## src/verilog/usbd_pkg.sv

```systemverilog
// Constants, field layout and types for the USB event and isochronous block
package usbd_pkg;
  // ------------------------------------------------------------------
  // Timing
  // ------------------------------------------------------------------
  localparam int CLK_NS = 100;
  localparam int MS_NS = 1000000;
  localparam int MS_CYCLES = (MS_NS + CLK_NS - 1) / CLK_NS;
  localparam logic [1:0] MISS_LIMIT = 2'h3;
  localparam int NUM_EP = 8;

  // ------------------------------------------------------------------
  // Register offsets (byte addresses)
  // ------------------------------------------------------------------
  localparam logic [7:0] OFS_EP0 = 8'h00;
  localparam logic [7:0] OFS_CTRL = 8'h40;
  localparam logic [7:0] OFS_STS = 8'h44;
  localparam logic [7:0] OFS_FN = 8'h48;
  localparam logic [7:0] OFS_ADDR = 8'h4c;
  localparam logic [7:0] OFS_PULL = 8'h50;

  // ------------------------------------------------------------------
  // Endpoint register fields
  // ------------------------------------------------------------------
  localparam int TX_ST_LSB = 4;
  localparam int TX_TOG = 6;
  localparam int TX_DONE = 7;
  localparam int KIND_BIT = 8;
  localparam int TYPE_LSB = 9;
  localparam int RX_ST_LSB = 12;
  localparam int RX_TOG = 14;
  localparam int RX_DONE = 15;
  localparam logic [15:0] EP_RW_MASK = 16'h777f;
  localparam logic [15:0] EP_W0C_MASK = 16'h8080;
  localparam logic [15:0] EP_RESET = 16'h0000;
  localparam logic [1:0] CLASS_BULK = 2'h0;
  localparam logic [1:0] CLASS_ISO = 2'h2;
  localparam logic [1:0] ST_DIS = 2'h0;
  localparam logic [1:0] ST_STALL = 2'h1;
  localparam logic [1:0] ST_NAK = 2'h2;
  localparam logic [1:0] ST_VALID = 2'h3;

  // ------------------------------------------------------------------
  // Control, status, frame and address register fields
  // ------------------------------------------------------------------
  localparam int CTRL_CORE_RST = 0;
  localparam int CTRL_PWR_DN = 1;
  localparam int CTRL_LP = 2;
  localparam int CTRL_FSUSP = 3;
  localparam int CTRL_RESUME = 4;
  localparam logic [15:0] CTRL_RESET = 16'h0003;
  localparam int FLG_ESOF = 8;
  localparam int FLG_SOF = 9;
  localparam int FLG_RST = 10;
  localparam int FLG_SUSP = 11;
  localparam int FLG_WKUP = 12;
  localparam int FLG_ERR = 13;
  localparam int FLG_CTRS = 15;
  localparam logic [15:0] FLG_MASK = 16'h3f00;
  localparam int STS_DIR = 4;
  localparam int FN_DM = 14;
  localparam int FN_DP = 15;
  localparam int ADDR_FEN = 7;
  localparam int PULL_BIT = 25;

  // ------------------------------------------------------------------
  // Link state
  // ------------------------------------------------------------------
  typedef enum logic [0:0] {LINK_ACTIVE, LINK_SUSP} usbd_link_type;
endpackage

```

## src/verilog/usbd_tick_if.sv

```systemverilog
// Millisecond tick carrier between the core and its timer
`timescale 1ns/100ps
interface usbd_tick_if;
  logic tick;
  logic restart;
  modport owner (input restart, output tick);
  modport user (output restart, input tick);
endinterface

```

## src/verilog/usbd_ms_timer.sv

```systemverilog
// Millisecond tick divider
`timescale 1ns/100ps
module usbd_ms_timer #(
  parameter int CYCLES = 10
) (
  input wire logic mclk,
  input wire logic rst_n,
  usbd_tick_if.owner tk
);
  localparam int W = $clog2(CYCLES + 1);
  localparam logic [W-1:0] LAST = W'(CYCLES - 1);
  logic [W-1:0] cnt;

  // Free count, one-cycle tick at the end of each period
  always_ff @(posedge mclk or negedge rst_n) begin
    if (!rst_n) begin
      cnt <= '0;
      tk.tick <= 1'b0;
    end else if (tk.restart) begin
      cnt <= '0;
      tk.tick <= 1'b0;
    end else if (cnt == LAST) begin
      cnt <= '0;
      tk.tick <= 1'b1;
    end else begin
      cnt <= cnt + 1'b1;
      tk.tick <= 1'b0;
    end
  end
endmodule

```

## src/verilog/usbd_iso_events.sv

```systemverilog
// USB device isochronous buffering, bus events and interrupt lines
//
// Contract
// RULE1: Isochronous endpoints: no handshake, always DATA0.
// RULE2: Buffer toggle selects device buffer per direction.
// RULE3: Two-way isochronous needs two endpoint registers.
// RULE4: Software presets toggle before first transfer.
// RULE5: Completion sets transfer flag, even on errors.
// RULE6: Isochronous CRC error also sets error flag.
// RULE7: Completion flips toggle, keeps endpoint states.
// RULE8: Transfer class 10 means isochronous.
// RULE9: Software sets isochronous state valid or disabled.
// RULE10: Software power-up sequence before use.
// RULE11: Pull-up enable bit 25, written by software.
// RULE12: Bus reset returns device to reset state.
// RULE13: Software enables endpoint 0 within 10 ms.
// RULE14: Three missed frames cause suspend and flag.
// RULE15: Bus reset still detected while suspended.
// RULE16: Resume starts either side, host ends it.
// RULE17: Line levels at wakeup identify wake cause.
// RULE18: Resume request only while force suspend set.
// RULE19: Low, high and wakeup interrupt lines.
// RULE20: Software endpoint initialization order.
// RULE21: Registers accept 16-bit and 32-bit accesses.
// RULE22: State 10 is NAK, 11 valid; NAK after receive.
// RULE23: State 00 disables, tokens get no response.
`timescale 1ns/100ps
module usbd_iso_events #(
  parameter int MS_CYCLES_P = usbd_pkg::MS_CYCLES
) (
  input wire logic mclk,
  input wire logic rst_n,
  input wire logic [7:0] reg_addr,
  input wire logic [31:0] reg_wdata,
  input wire logic [1:0] reg_lane,
  input wire logic reg_wr,
  input wire logic reg_rd,
  output logic [31:0] reg_rdata,
  input wire logic tok_valid,
  input wire logic [2:0] tok_ep,
  input wire logic tok_in,
  output logic ans_valid,
  output logic ans_respond,
  output logic ans_handshake,
  output logic ans_stall,
  output logic ans_nak,
  output logic ans_data1,
  output logic ans_buf_sel,
  input wire logic done_valid,
  input wire logic [2:0] done_ep,
  input wire logic done_in,
  input wire logic done_crc_err,
  input wire logic done_overflow,
  input wire logic sof_seen,
  input wire logic [10:0] sof_frame,
  input wire logic bus_reset,
  input wire logic bus_activity,
  input wire logic dplus_level,
  input wire logic dminus_level,
  output logic irq_low,
  output logic irq_high,
  output logic irq_wakeup,
  output logic dp_pullup_en,
  output logic resume_drive,
  output logic suspended
);
  import usbd_pkg::*;

  // ------------------------------------------------------------------
  // Storage and decode
  // ------------------------------------------------------------------
  logic [15:0] ep [NUM_EP];
  logic [15:0] next_ep [NUM_EP];
  logic [15:0] ctrl;
  logic [15:0] flags;
  logic [15:0] set_vec;
  logic [15:0] clr_vec;
  logic [3:0] last_id;
  logic [10:0] frame;
  logic [1:0] wake_lines;
  logic [7:0] addr_reg;
  logic [1:0] missed;
  logic [2:0] dep_q;
  usbd_link_type link;
  usbd_link_type next_link;
  logic wlo;
  logic whi;
  logic ep_wr;
  logic ctrl_wr;
  logic core_clr;
  logic ep_clr;
  logic miss_hit;
  logic fsusp_wr;
  logic wake_ev;
  logic ctrs_any;
  logic hp_any;
  logic d_iso;
  logic d_tog;
  logic [1:0] d_st;
  logic tok_iso;
  logic tok_tog;
  logic [1:0] tok_st;
  logic [31:0] rd_mux;
  usbd_tick_if tk ();

  function automatic logic is_iso(input logic [15:0] e);
    return e[TYPE_LSB+1:TYPE_LSB] == CLASS_ISO; // RULE8
  endfunction

  // Lane strobes: low half-word or high half-word of a word
  assign wlo = reg_wr & reg_lane[0]; // RULE21
  assign whi = reg_wr & reg_lane[1]; // RULE21
  assign ep_wr = wlo && reg_addr[7:5] == 3'h0 && reg_addr[1:0] == 2'h0;
  assign ctrl_wr = wlo && reg_addr == OFS_CTRL;
  assign core_clr = ctrl[CTRL_CORE_RST] | ctrl[CTRL_PWR_DN];
  assign ep_clr = core_clr | bus_reset; // RULE12

  // ------------------------------------------------------------------
  // Millisecond timer
  // ------------------------------------------------------------------
  assign tk.restart = core_clr;

  usbd_ms_timer #(.CYCLES(MS_CYCLES_P)) u_timer (
    .mclk(mclk),
    .rst_n(rst_n),
    .tk(tk)
  );

  // ------------------------------------------------------------------
  // Endpoint registers
  // ------------------------------------------------------------------
  // Software writes, then hardware completion, then reset clear
  always_comb begin
    for (int i = 0; i < NUM_EP; i++) begin
      next_ep[i] = ep[i];
      if (ep_wr && reg_addr[4:2] == 3'(i)) begin
        next_ep[i] = (reg_wdata[15:0] & EP_RW_MASK) |
                     (ep[i] & reg_wdata[15:0] & EP_W0C_MASK);
      end
      if (done_valid && done_ep == 3'(i)) begin
        if (is_iso(ep[i])) begin
          // Flag set and toggle flip, states kept even on errors
          if (done_in) begin
            next_ep[i][TX_DONE] = 1'b1; // RULE5
            next_ep[i][TX_TOG] = ~ep[i][TX_TOG]; // RULE7
          end else begin
            next_ep[i][RX_DONE] = 1'b1; // RULE5
            next_ep[i][RX_TOG] = ~ep[i][RX_TOG]; // RULE7
          end
        end else if (!done_crc_err && !done_overflow) begin
          if (done_in) begin
            next_ep[i][TX_DONE] = 1'b1;
            next_ep[i][TX_TOG] = ~ep[i][TX_TOG];
            next_ep[i][TX_ST_LSB+1:TX_ST_LSB] = ST_NAK;
          end else begin
            next_ep[i][RX_DONE] = 1'b1;
            next_ep[i][RX_TOG] = ~ep[i][RX_TOG];
            next_ep[i][RX_ST_LSB+1:RX_ST_LSB] = ST_NAK; // RULE22
          end
        end
      end
      if (ep_clr) begin
        next_ep[i] = EP_RESET; // RULE12
      end
    end
  end

  // Endpoint register bank
  always_ff @(posedge mclk or negedge rst_n) begin
    if (!rst_n) begin
      for (int i = 0; i < NUM_EP; i++) begin
        ep[i] <= EP_RESET;
      end
    end else begin
      for (int i = 0; i < NUM_EP; i++) begin
        ep[i] <= next_ep[i];
      end
    end
  end

  // Interrupt sources over all endpoints
  always_comb begin
    ctrs_any = 1'b0;
    hp_any = 1'b0;
    for (int i = 0; i < NUM_EP; i++) begin
      ctrs_any = ctrs_any | ep[i][RX_DONE] | ep[i][TX_DONE];
      if (is_iso(ep[i]) || (ep[i][TYPE_LSB+1:TYPE_LSB] == CLASS_BULK &&
          ep[i][KIND_BIT])) begin
        hp_any = hp_any | ep[i][RX_DONE] | ep[i][TX_DONE]; // RULE19
      end
    end
  end

  // ------------------------------------------------------------------
  // Token answers
  // ------------------------------------------------------------------
  assign tok_iso = is_iso(ep[tok_ep]);
  assign tok_tog = tok_in ? ep[tok_ep][TX_TOG] : ep[tok_ep][RX_TOG];
  assign tok_st = tok_in ? ep[tok_ep][TX_ST_LSB+1:TX_ST_LSB] :
                  ep[tok_ep][RX_ST_LSB+1:RX_ST_LSB];

  // Answer one cycle after each token, none while the core is held in reset
  always_ff @(posedge mclk or negedge rst_n) begin
    if (!rst_n) begin
      ans_valid <= 1'b0;
      ans_respond <= 1'b0;
      ans_handshake <= 1'b0;
      ans_stall <= 1'b0;
      ans_nak <= 1'b0;
      ans_data1 <= 1'b0;
      ans_buf_sel <= 1'b0;
    end else begin
      ans_valid <= tok_valid & ~core_clr;
      if (tok_valid) begin
        ans_respond <= addr_reg[ADDR_FEN] && tok_st != ST_DIS; // RULE23
        ans_handshake <= ~tok_iso; // RULE1
        ans_stall <= ~tok_iso && tok_st == ST_STALL;
        ans_nak <= ~tok_iso && tok_st == ST_NAK;
        ans_data1 <= tok_iso ? 1'b0 : tok_tog; // RULE1
        ans_buf_sel <= tok_iso ? tok_tog : 1'b0; // RULE2
      end
    end
  end

  // ------------------------------------------------------------------
  // Control register
  // ------------------------------------------------------------------
  // Resume request accepted only while force suspend already holds
  always_ff @(posedge mclk or negedge rst_n) begin
    if (!rst_n) begin
      ctrl <= CTRL_RESET;
    end else if (ctrl_wr) begin
      ctrl <= {reg_wdata[15:8], 3'h0,
               reg_wdata[CTRL_RESUME] & ctrl[CTRL_FSUSP], // RULE18
               reg_wdata[3:0]};
    end
  end
  assign resume_drive = ctrl[CTRL_RESUME]; // RULE16

  // ------------------------------------------------------------------
  // Link state: suspend on missed frames, wake on bus signalling
  // ------------------------------------------------------------------
  assign miss_hit = tk.tick && !sof_seen && missed == MISS_LIMIT - 2'h1;
  assign fsusp_wr = ctrl_wr && reg_wdata[CTRL_FSUSP] && !ctrl[CTRL_FSUSP];
  assign wake_ev = link == LINK_SUSP && (bus_activity || bus_reset);

  // Next link state
  always_comb begin
    next_link = link;
    case (link)
      LINK_ACTIVE: begin
        if (miss_hit || fsusp_wr) begin
          next_link = LINK_SUSP; // RULE14
        end
      end
      LINK_SUSP: begin
        if (bus_reset || bus_activity) begin
          next_link = LINK_ACTIVE; // RULE15
        end
      end
      default: next_link = LINK_ACTIVE;
    endcase
    if (core_clr) begin
      next_link = LINK_ACTIVE;
    end
  end

  // Link state register
  always_ff @(posedge mclk or negedge rst_n) begin
    if (!rst_n) begin
      link <= LINK_ACTIVE;
      suspended <= 1'b0;
    end else begin
      link <= next_link;
      suspended <= next_link == LINK_SUSP;
    end
  end

  // Missed frame counter, cleared by each frame start
  always_ff @(posedge mclk or negedge rst_n) begin
    if (!rst_n) begin
      missed <= 2'h0;
    end else if (core_clr || sof_seen || link == LINK_SUSP) begin
      missed <= 2'h0;
    end else if (tk.tick && missed != MISS_LIMIT) begin
      missed <= missed + 2'h1; // RULE14
    end
  end

  // Frame number caught at each frame start, line levels caught at wakeup
  always_ff @(posedge mclk or negedge rst_n) begin
    if (!rst_n) begin
      frame <= 11'h000;
      wake_lines <= 2'h0;
    end else begin
      if (sof_seen) begin
        frame <= sof_frame;
      end
      if (wake_ev) begin
        wake_lines <= {dplus_level, dminus_level}; // RULE17
      end
    end
  end

  // ------------------------------------------------------------------
  // Status flags: hardware set wins over software clear
  // ------------------------------------------------------------------
  always_comb begin
    set_vec = 16'h0000;
    if (!core_clr) begin
      set_vec[FLG_ESOF] = tk.tick && !sof_seen && link == LINK_ACTIVE;
      set_vec[FLG_SOF] = sof_seen;
      set_vec[FLG_RST] = bus_reset; // RULE15
      set_vec[FLG_SUSP] = miss_hit && link == LINK_ACTIVE; // RULE14
      set_vec[FLG_WKUP] = wake_ev;
      set_vec[FLG_ERR] = done_valid && !done_in && done_crc_err; // RULE6
    end
  end
  assign clr_vec = (wlo && reg_addr == OFS_STS) ?
                   (~reg_wdata[15:0] & FLG_MASK) : 16'h0000;

  // Sticky flags and last completed endpoint
  always_ff @(posedge mclk or negedge rst_n) begin
    if (!rst_n) begin
      flags <= 16'h0000;
      last_id <= 4'h0;
    end else begin
      flags <= ((flags & ~clr_vec) | set_vec) & FLG_MASK;
      if (done_valid && !ep_clr) begin
        last_id <= {done_in, done_ep};
      end
    end
  end

  // ------------------------------------------------------------------
  // Address and pull-up registers
  // ------------------------------------------------------------------
  always_ff @(posedge mclk or negedge rst_n) begin
    if (!rst_n) begin
      addr_reg <= 8'h00;
    end else if (ep_clr) begin
      addr_reg <= 8'h00; // RULE12
    end else if (wlo && reg_addr == OFS_ADDR) begin
      addr_reg <= reg_wdata[7:0];
    end
  end

  // Pull-up survives core resets, only software moves it
  always_ff @(posedge mclk or negedge rst_n) begin
    if (!rst_n) begin
      dp_pullup_en <= 1'b0;
    end else if (whi && reg_addr == OFS_PULL) begin
      dp_pullup_en <= reg_wdata[PULL_BIT]; // RULE11
    end
  end

  // ------------------------------------------------------------------
  // Interrupt lines
  // ------------------------------------------------------------------
  always_ff @(posedge mclk or negedge rst_n) begin
    if (!rst_n) begin
      irq_low <= 1'b0;
      irq_high <= 1'b0;
      irq_wakeup <= 1'b0;
    end else begin
      irq_low <= |({ctrs_any, flags[14:8]} & ctrl[15:8]); // RULE19
      irq_high <= hp_any & ctrl[FLG_CTRS]; // RULE19
      irq_wakeup <= flags[FLG_WKUP] & ctrl[FLG_WKUP]; // RULE19
    end
  end

  // ------------------------------------------------------------------
  // Read path
  // ------------------------------------------------------------------
  always_comb begin
    rd_mux = 32'h0000_0000;
    if (reg_addr[7:5] == 3'h0 && reg_addr[1:0] == 2'h0) begin
      rd_mux = {16'h0000, ep[reg_addr[4:2]]};
    end else begin
      case (reg_addr)
        OFS_CTRL: rd_mux = {16'h0000, ctrl};
        OFS_STS: rd_mux = {16'h0000, ctrs_any, flags[14:8], 3'h0,
                           last_id[3], 1'b0, last_id[2:0]};
        OFS_FN: rd_mux = {16'h0000, wake_lines, missed, 1'b0, frame};
        OFS_ADDR: rd_mux = {24'h000000, addr_reg};
        OFS_PULL: rd_mux = {6'h00, dp_pullup_en, 25'h0000000};
        default: rd_mux = 32'h0000_0000;
      endcase
    end
  end

  // Read data stands for one cycle after the strobe
  always_ff @(posedge mclk or negedge rst_n) begin
    if (!rst_n) begin
      reg_rdata <= 32'h0000_0000;
    end else begin
      reg_rdata <= reg_rd ? rd_mux : 32'h0000_0000;
    end
  end

  // ------------------------------------------------------------------
  // Checks
  // ------------------------------------------------------------------
  assign d_iso = is_iso(ep[done_ep]);
  assign d_tog = done_in ? ep[done_ep][TX_TOG] : ep[done_ep][RX_TOG];
  assign d_st = done_in ? ep[done_ep][TX_ST_LSB+1:TX_ST_LSB] :
                ep[done_ep][RX_ST_LSB+1:RX_ST_LSB];

  // Endpoint index of the previous cycle
  always_ff @(posedge mclk or negedge rst_n) begin
    if (!rst_n) begin
      dep_q <= 3'h0;
    end else begin
      dep_q <= done_ep;
    end
  end
endmodule

```

## config.mk

```make
export PLATFORM = sky130hd
export DESIGN_NAME = usbd_iso_events
export DESIGN_NICKNAME = d
export VERILOG_FILES = /design/src/verilog/usbd_pkg.sv /design/src/verilog/usbd_tick_if.sv /design/src/verilog/usbd_ms_timer.sv /design/src/verilog/usbd_iso_events.sv
export SDC_FILE = /design/constraint.sdc
export NUM_CORES = 1
export LEC_CHECK = 0
export BUFFER_PORTS_ARGS = -buffer_cell sky130_fd_sc_hd__buf_2
export CAP_MARGIN = 20
export CORE_ASPECT_RATIO = 1.25
export CORE_MARGIN = 2
export CORE_UTILIZATION = 63
export CTS_BUF_LIST = sky130_fd_sc_hd__clkbuf_4
export DETAILED_ROUTE_END_ITERATION = 8
export GPL_ROUTABILITY_DRIVEN = 0
export PLACE_DENSITY = 0.85
export SETUP_SLACK_MARGIN = 0.3
export SKIP_CTS_REPAIR_TIMING = 1
export SLEW_MARGIN = 20
export SYNTH_ARGS = -nofsm -noshare
export SYNTH_HDL_FRONTEND = slang
export SYNTH_SLANG_ARGS = --single-unit
```

## constraint.sdc

```tcl
create_clock -name mclk -period 3 [get_ports mclk]
set_input_delay 0.15 -clock mclk [delete_from_list [all_inputs] [get_ports mclk]]
set_output_delay 0.15 -clock mclk [all_outputs]
set_load 0.02 [all_outputs]
```

======== After elaboration in Yosys (flattened, before gate mapping) ========
Index checks and enable logic that the tools add are counted.
operators by class
  add/sub/neg operators ................... 2
  order comparisons ....................... 2
  muxes and demuxes ....................... 147
  reductions and logical operators ........ 88
  bitwise logic cells ..................... 79
  eq/ne operators ......................... 33
operators by type and width
  kind                   count
  $mux 16                18
  $mux 4                 48
  $pmux 26 s5            1
  $and 16x16->16         8
  $or 15x16->16          8
  $mux 2                 51
  $bmux 16 s3            2
  $logic_and 1x1->1      46
  $mux 14                3
  $eq 8x7->1 const B     5
  $mux 32                1
  $or 1x1->1             31
  $mux 15                2
  $not 14->14            2
  $mux 26                1
  $eq 3x3->1 const B     8
  $eq 2x2->1 const B     11
  $reduce_bool 2->1      11
  $not 1->1              19
  $logic_not 2->1        9
  $mux 1                 16
  $mux 8                 2
  $add 14x1->14 const B  1
  $and 14x14->14         1
  other kinds (17)       46
storage, ports and cells
  bits in registers ....................... 233
  logic and storage cells ................. 389
  output and inout port bits .............. 45
  input bits .............................. 74

======== Depth between registers and ports, before layout ========
Gate-level depths: netlist (run 1).
  depth after elaboration ................. 26
  mapped depth ............................ 8
  gate-level depth less buffers ........... 6

======== Cells and area by module ========
A second synthesis (run 1) with hierarchy kept.
unflattened totals
  cells, all modules ...................... 1075
  area, all modules ....................... 11114.4 µm²
by module, submodules not included
  module           times used  cells an instance  area each (µm²)  seq. area each (µm²)
  usbd_iso_events  1           1003               10363.7          4882.2
  usbd_ms_timer    1           72                 750.7            375.4

======== Worst setup path before layout (run 1) ========
No wires, ideal clock.
  path type ............................... input-to-reg
  start ................................... input port reg_addr[5]
  end ..................................... register addr_reg[4]
  library setup time ...................... 132 ps
  arrival ................................. 1799 ps
  stages .................................. 6
  data required time ...................... 2868 ps
  setup slack ............................. 1069 ps
  path buffers ............................ 1
  cell sequence ........................... or4_4 > or3_1 > buf_6 > nor3_4 > mux2i_1 > nor2_1
on the way
  longest elaborated chain between the ends .. 3
RTL lines
  item                                RTL line                text
  start, declared                     usbd_iso_events.sv:33   input wire logic [7:0] reg_addr,
  $eq 8x7->1                          usbd_iso_events.sv:343  end else if (wlo && reg_addr == OFS_ADDR) begin
  $logic_and 1x1->1                   usbd_iso_events.sv:343
  $reduce_bool 2->1 (no source line)  -
  end signal, assigned                usbd_iso_events.sv:344  addr_reg <= reg_wdata[7:0];
  end, declared                       usbd_iso_events.sv:81   logic [7:0] addr_reg;
No other way between the ends.
A chain may end at the register's enable or synchronous reset.

======== Final worst setup path (run 1) ========
  start ................................... register ep[106] (netlist bit)
  end ..................................... register ans_data1
on the way
  longest elaborated chain between the ends .. 5
RTL lines
  item                             RTL line                text
  start, declared                  usbd_iso_events.sv:72   logic [15:0] ep [NUM_EP];
  start signal, assigned by index  usbd_iso_events.sv:176  ep[i] <= next_ep[i];
  $bmux 16 s3                      usbd_iso_events.sv:197  assign tok_iso = is_iso(ep[tok_ep]);
  $mux 15 (2 in a row)             -
  $eq 2x2->1                       usbd_iso_events.sv:107  return e[TYPE_LSB+1:TYPE_LSB] == CLASS_ISO;
  $mux 1                           usbd_iso_events.sv:219  ans_data1 <= tok_iso ? 1'b0 : tok_tog;
  end signal, assigned             usbd_iso_events.sv:219
  end, declared                    usbd_iso_events.sv:47   output logic ans_data1,
No other way between the ends. The select of a mux whose other input is x is not followed.

==> metrics, run 1 <==
MaxCap Viol Count=0; terminus of the critical flop-to-flop path=ans_data1; CTS Buf Count=51; met2 GRT Util=between 50% and 60%; TNS Setup=0 ns; largest net degree at the start of global routing=86; measured slew at the worst slew-check pin=around 1.0 ns; Max clock buf depth=3; DRT Pass-1 Iters=7; CP Max Fanout=4; cell area after synthesis=11,000 um2; Synth warnings=0; FMAX=419.9 MHz; wire per inst=24.01 um; grt met3 use=approximately 9.3%; crit share post-route=79.38%; Post-Synthesis Cells=about 1.1k; origin of the critical flop-to-flop path=ep[106]; CP max stage delay=0.56 ns; Die W=about 120 um; post-synthesis sequential area ratio=roughly 48%; hpwl dp=roughly 22,000 um; Skew-Pair Late Insertion Delay=~0.69 ns; CTS root buffer=clkbuf_4; # nets final=around 1.3k; clock sink count=210; Worst VDD drop=around 600 uV; commonest non-fill, non-tap cells in the layout=232 x nand2_1, 208 x dfrtp_1, 87 x buf_2, 80 x a21oi_1, 69 x clkbuf_4; synth unique cells=~50; Synth Register Bits=210; I/O pin count=roughly 120; vias per cell=~6.8; EDFF count, synth=0; CP max stage cell=dlygate4sd3_1; syn avg cell area=about 10 um2; Iter 0 DRT Violations=1,559; floorplan row count=54; die area=between 15,000 and 20,000 um2; WP data required=between 3 and 4 ns; final number of max-transition violations=0; vias in the first global route=9,839; Initial Util=between 60% and 70%; vias=10.25k; first-pass GRT wire length=just over 50,000 um; DRC viols=0; share of layout cells above drive strength 1=22.37%; CTS H-Tree Depth=2; P&R area growth vs syn=15.59%; Final ANT Viol Nets=0; TritonCTS clock tree=built; max reg flops=120; total global routing overflow=0; leakage=around 5.5 nW; Async S/R FF share, synth=100.0%; Die Ht=151.7 um; critical path type=register to register; gr usage total=between 30% and 40%; PwrDens=472.9 nW/um2; Top Usage Layer GRT=met2; min Tclk post-route=2.381 ns; CP Launch Point=ep[106]; status=finished, final reports clean; skew final=0.06710 ns; ys flop type=dfrtp_1; worst r2r path cells=6; final setup vio count=0; final hold violations=0; worst path cell trace=nor2b_1 > mux4_2 > mux2i_1 > nand2_1 > o22ai_1 > dlygate4sd3_1; Largest regs=ep: 120 flops, reg_rdata: 17 flops, u_timer.cnt: 14 flops; I/O Buffers=just under 90; initial antenna violation count=2; final WL=roughly 36,000 um; Clock transition at path regs=around 0.08 ns; placed cell area=around 12,000 um2; CP Capture Type=register; setup slack, reg-to-reg=roughly 0.62 ns; worst rel slew slack=between 30% and 40%; Crit path arrival time=between 2 and 3 ns; RSZ-0062 raised after global routing=false; core box area=about 17,000 um2; commonest non-fill, non-tap cell in the layout=nand2_1; routing usage on met1=a little over two fifths; final instance area=12,710 um2; Biggest register=ep; worst hold-check path type=primary input to async pin; Startpoint Class=register
## Yosys cell counts, types with 2 or more instances
cell type / number / area share (%)
and4_1: 2 / 0.16
nor2_1: 65 / 2.2
dfstp_2: 2 / 0.48
mux2i_1: 43 / 3.9
nor3b_1: 2 / 0.14
dfrtp_1: 208 / 47
xnor2_1: 7 / 0.56
a31oi_1: 28 / 1.6
o22ai_1: 24 / 1.4
or2_2: 12 / 0.68
buf_2: 15 / 0.68
nor2b_1: 15 / 0.85
inv_1: 11 / 0.38
o21a_1: 2 / 0.14
nor3_4: 2 / 0.30
o21ai_0: 35 / 1.6
and2_1: 21 / 1.2
buf_4: 15 / 1.0
a22oi_1: 3 / 0.20
buf_1: 4 / 0.14
nor4_1: 9 / 0.51
xor2_1: 6 / 0.48
mux2_2: 31 / 3.2
o2111ai_1: 6 / 0.48
a221oi_1: 19 / 1.5
or3_1: 3 / 0.17
nand3_1: 35 / 1.6
nor3_1: 9 / 0.41
nand2_1: 232 / 7.9
o31a_1: 4 / 0.32
o211ai_1: 6 / 0.41
clkbuf_1: 55 / 1.9
a211oi_1: 2 / 0.14
o32ai_1: 2 / 0.16
and3_1: 13 / 0.74
mux4_2: 46 / 9.4
ha_1: 3 / 0.34
nand2b_1: 5 / 0.28
a21oi_1: 80 / 3.6
nand4_1: 8 / 0.46
## area by class of cell
| type | instances | area (um2) |
|---|---|---|
| diodes | 2 | 5.005 |
| clock buffers | 69 | 518.0 |
| clock inverters | 15 | 86.33 |
| fillers | 1135 | 4587 |
| inverters | 11 | 41.29 |
| multi-input cells | 804 | 5334 |
| flip-flops and latches | 210 | 5258 |
| well taps | 224 | 280.3 |
| repair buffers | 165 | 1187 |
## where the power goes
group / switching, W / leakage (nW) / internal, W / total, W
combinational: 0.000420 / 2.32 / 0.000262 / 0.000681
clock: 0.00116 / 0.355 / 0.00114 / 0.00230
sequential: 0.000102 / 2.85 / 0.00293 / 0.00303
## per-stage QoR
stage	worst slack (ns)	total power, W	utilization [%]	hold WS [ns]	std cells
finish	0.6186	0.006010	73.48	0.02326	1500
global route	0.6188	0.006234	73.48	0.06034	1500
CTS	1.028	0.005912	70.62	-0.5252	1449
detailed placement	0.5485	0.003671	67.12	0.2022	1365
global placement	0.5910	0.003653	67.12	0.2006	1365
floorplan	1.069	0.003436	-	-0.1456	1115
## routing by layer
layer / up-vias / routed length, um
met4: 0 / 3267
met2: 899 / 17180
met5: - / 0
met1: 4848 / 11380
li1: 4232 / -
met3: 270 / 4182
## worst max path at each step
stage	endpoint
floorplan	addr_reg[4]
global placement	addr_reg[0]
detailed placement	addr_reg[2]
CTS	ans_stall
global route	ans_data1
finish	ans_data1
## worst max-delay path, delay by kind of cell, from the launching register on
family          cells  cell delay [ns]
mux                 2             0.80
buf+inv             1             0.56
flops               1             0.43
simple gates        2             0.37
compound gates      1             0.14
## cell families (layout without fill, tap and decap cells)
kind of cell,after synthesis,in the layout,share of synthesized area [%]
simple gates,438,438,18.16
fa+ha+maj,3,3,0.3414
xor+xnor,13,13,1.036
compound gates,215,215,11.90
other cells,1,17,0.03410
mux,120,120,16.51
buf+inv,101,260,4.199
flops,210,210,47.82
Note: power is estimated with default switching activity, not from simulation.
==> run 2, diff against run 1 <==
--- a/config.mk
+++ b/config.mk
@@ -5,15 +5,16 @@
 export SDC_FILE = /design/constraint.sdc
 export NUM_CORES = 1
 export LEC_CHECK = 0
+export ABC_AREA = 1
 export BUFFER_PORTS_ARGS = -buffer_cell sky130_fd_sc_hd__buf_2
 export CAP_MARGIN = 20
 export CORE_ASPECT_RATIO = 1.25
 export CORE_MARGIN = 2
-export CORE_UTILIZATION = 63
+export CORE_UTILIZATION = 61
 export CTS_BUF_LIST = sky130_fd_sc_hd__clkbuf_4
 export DETAILED_ROUTE_END_ITERATION = 8
 export GPL_ROUTABILITY_DRIVEN = 0
-export PLACE_DENSITY = 0.85
+export PLACE_DENSITY = 0.82
 export SETUP_SLACK_MARGIN = 0.3
 export SKIP_CTS_REPAIR_TIMING = 1
 export SLEW_MARGIN = 20
==> constraint.sdc (replaced) <==
create_clock -name mclk -period 2.3 [get_ports mclk]
set_input_delay 0.115 -clock mclk [delete_from_list [all_inputs] [get_ports mclk]]
set_output_delay 0.115 -clock mclk [all_outputs]
set_load 0.02 [all_outputs]
==> run 2 against run 1 <==
The run now ends with hold timing left. Die area grew 3.4%. Final area rose by 3.7%. Clock skew decreased by 0.025 ns. Highest routed layer unchanged. Register-to-register slack worse by 0.23 ns. Wire length is 4.8% higher. Worst setup slack worse by 0.24 ns. Flip-flop and latch count stayed put. Count of clock-buffer cells in the layout is 6 higher. Critical path depth up 3. Via count is 14% higher. Final cell count is 28% higher.
==> metrics, run 2 <==
CTS H-Tree Depth=2; crit share post-route=83.58%; total global routing overflow=0; wire per inst=approximately 20 um; EDFF count, synth=0; worst hold-check path type=primary input to register; commonest non-fill, non-tap cells in the layout=368 x nand2_1, 221 x inv_1, 208 x dfrtp_1, 136 x o21ai_0, 113 x nand3_1; die area=19,160 um2; cell family with most CP delay=simple AND/OR/NAND/NOR gates; terminus of the critical flop-to-flop path=ep[85]; hpwl dp=about 25,000 um; Initial Util=between 60% and 70%; post-synth top area cell=dfrtp_1; CP Max Fanout=10; largest net degree at the start of global routing=58; hold_sp=reg_addr[0]; Synth warnings=0; fillers=between 1k and 1.5k; I/O pin count=about 120; status=finished with violations; max reg flops=120; Top Usage Layer GRT=met2; TNS Setup=0 ns; most common cell in the netlist=nand2_1; commonest non-fill, non-tap cell in the layout=nand2_1; clock sink count=210; initial antenna violation count=1; grt met3 use=~8%; CP max stage delay=0.59 ns; FMAX=around 520 MHz; # nets final=between 1.5k and 2k; cell area after synthesis=11,020 um2; RSZ-0062 raised after global routing=false; WP data required=2.86 ns; Largest regs=ep: 120 flops, reg_rdata: 17 flops, u_timer.cnt: 14 flops; Synth top cells by count=368 x nand2_1, 221 x inv_1, 208 x dfrtp_1; min Tclk post-route=about 1.9 ns; Iter 0 DRT Violations=1,540; PwrDens=612.8 nW/um2; fin util=75.02%; P&R area growth vs syn=19.60%; Crit path arrival time=~2.5 ns; final hold violations=2; worst path cell trace=dlygate4sd3_1 > buf_2 > nor2_1 > clkinv_1 > nor2_1 > nand3_1 > o21ai_0 > nand2_1 > o21ai_0; leakage=about 6.9 nW; ys flop type=dfrtp_1; core box area=17,570 um2; MaxCap Viol Count=0; final WL=roughly 38,000 um; CTS Buf Count=51; Worst VDD drop=461.5 uV; Die W=between 100 and 150 um; share of layout cells above drive strength 1=between 10% and 20%; first-pass GRT wire length=55,240 um; skew final=roughly 0.042 ns; Post-Layout Cell Count=approximately 1.9k; CP Capture Type=register; Final ANT Viol Nets=0; vias=11.70k; TritonCTS clock tree=built; Die Ht=~150 um; vias per cell=6.107; setup slack, reg-to-reg=~0.4 ns; DRT Pass-1 Iters=8; vias in the first global route=10.59k; Startpoint Class=primary input; failing checks=hold timing; Async S/R FF share, synth=between 90% and 100%; WHS Path Cells=5; Placed Cells=1,753; worst rel slew slack=between 50% and 60%; final number of max-transition violations=0; routing usage on met1=a little under half; gr usage total=36.47%; Biggest register=ep; Synth area leaders=dfrtp_1 47%, nand2_1 13%, inv_1 7.5%; floorplan row count=between 50 and 60; Clock transition at path regs=~0.060 ns; origin of the critical flop-to-flop path=ctrl[0]; synth unique cells=38; DRC viols=0; Yosys top cell area share=between 40% and 50%; Synth Register Bits=between 200 and 250; post-synthesis sequential area ratio=between 40% and 50%; Worst Hold Endpoint=ep[34]; Post-Synthesis Cells=between 1k and 1.5k; Hold Worst Slack=-0.008862 ns; measured slew at the worst slew-check pin=approximately 0.73 ns; Bufs and invs on worst path=3; syn avg cell area=7.579 um2; critical path type=primary input to register; Skew-Pair Late Insertion Delay=just under 0.7 ns; CP max stage cell=nor2_1; Max clock buf depth=3; worst r2r path cells=6; met2 GRT Util=a little under three fifths; CTS root buffer=clkbuf_4; I/O Buffers=between 80 and 90; final setup vio count=0
## run 2: cell count changes after synthesis, sizes merged, moves of 40 or more
| cell | before | now |
|---|---|---|
| mux4 | 46 | 0 |
| o21ai | 35 | 137 |
| mux2i | 43 | 0 |
| o22ai | 24 | 64 |
| nand2 | 232 | 368 |
| inv | 11 | 223 |
| nand3 | 35 | 120 |
## run 2: stage by stage
stage / instance area, um2 / worst slack, ns / hold slack, ns / total power [W]
floorplan: 11070 / 0.6949 / -0.1806 / 0.004545
global placement: 11830 / 0.4543 / 0.08617 / 0.004907
detailed placement: 11830 / 0.3854 / 0.08902 / 0.004942
CTS: 12450 / 0.4093 / -0.6308 / 0.007931
global route: 13180 / 0.3138 / 0.007337 / 0.008375
finish: 13180 / 0.3777 / -0.008862 / 0.008076
## run 2: worst max path at each step
stage                               from  cells past startpoint        endpoint  slack, ns
after CTS                        ctrl[1]                      8          ep[44]       0.41
after global routing             ctrl[1]                      8          ep[44]       0.31
final                       done_crc_err                      9          ep[85]       0.38
after detailed placement     reg_addr[2]                      7        ctrl[11]       0.39
after floorplan           u_timer.cnt[0]                      8  u_timer.cnt[9]       0.69
after global placement       reg_addr[2]                      7         ctrl[8]       0.45
## run 2: where the power goes
| part | internal (W) | leakage, nW | switching (W) | total [W] |
|---|---|---|---|---|
| combinational | 0.000375 | 3.69 | 0.000732 | 0.00111 |
| sequential | 0.00383 | 2.83 | 0.0000876 | 0.00391 |
| clock | 0.00149 | 0.376 | 0.00156 | 0.00305 |
| total | 0.00569 | 6.89 | 0.00238 | 0.00808 |
## run 2: worst min-delay path, cell delays in order
cell,delay (ns)
buf_2,0.11
nor2_4,0.07
nand4_1,0.17
nand3_1,0.08
o21ai_0,0.07
## run 2: logic make-up (layout without fill, tap and decap cells)
group,Yosys count,in the layout,share of synthesized area (%)
AO/OA/AOI/OAI,328,328,16.58
XOR/XNOR,4,4,0.3179
adder cells (fa/ha/maj),3,3,0.3407
buffers and inverters,290,512,10.66
flip-flops,210,210,47.71
multiplexers,4,4,0.4087
other,1,16,0.03403
AND/OR/NAND/NOR,614,614,23.95
## run 2: metal layers
layer,wire [um],part of all wire (%),vias up
met2,17130,45,937
met3,4570,12,238
met4,2926,7.8,0
li1,-,-,5166
met5,0,0,-
met1,13120,35,5354
## run 2: layout make-up
cell class                 instances  area [um2]  area share [%]
antenna                            1       2.502         0.01899
sequential                       210        5258           39.89
clock inverter                    15       60.06          0.4557
inverter                         227       855.8           6.494
timing repair buffer             195        1515           11.50
tap                              224       280.3           2.127
multi-input combinational        968        4644           35.24
clock buffer                      75       563.0           4.272
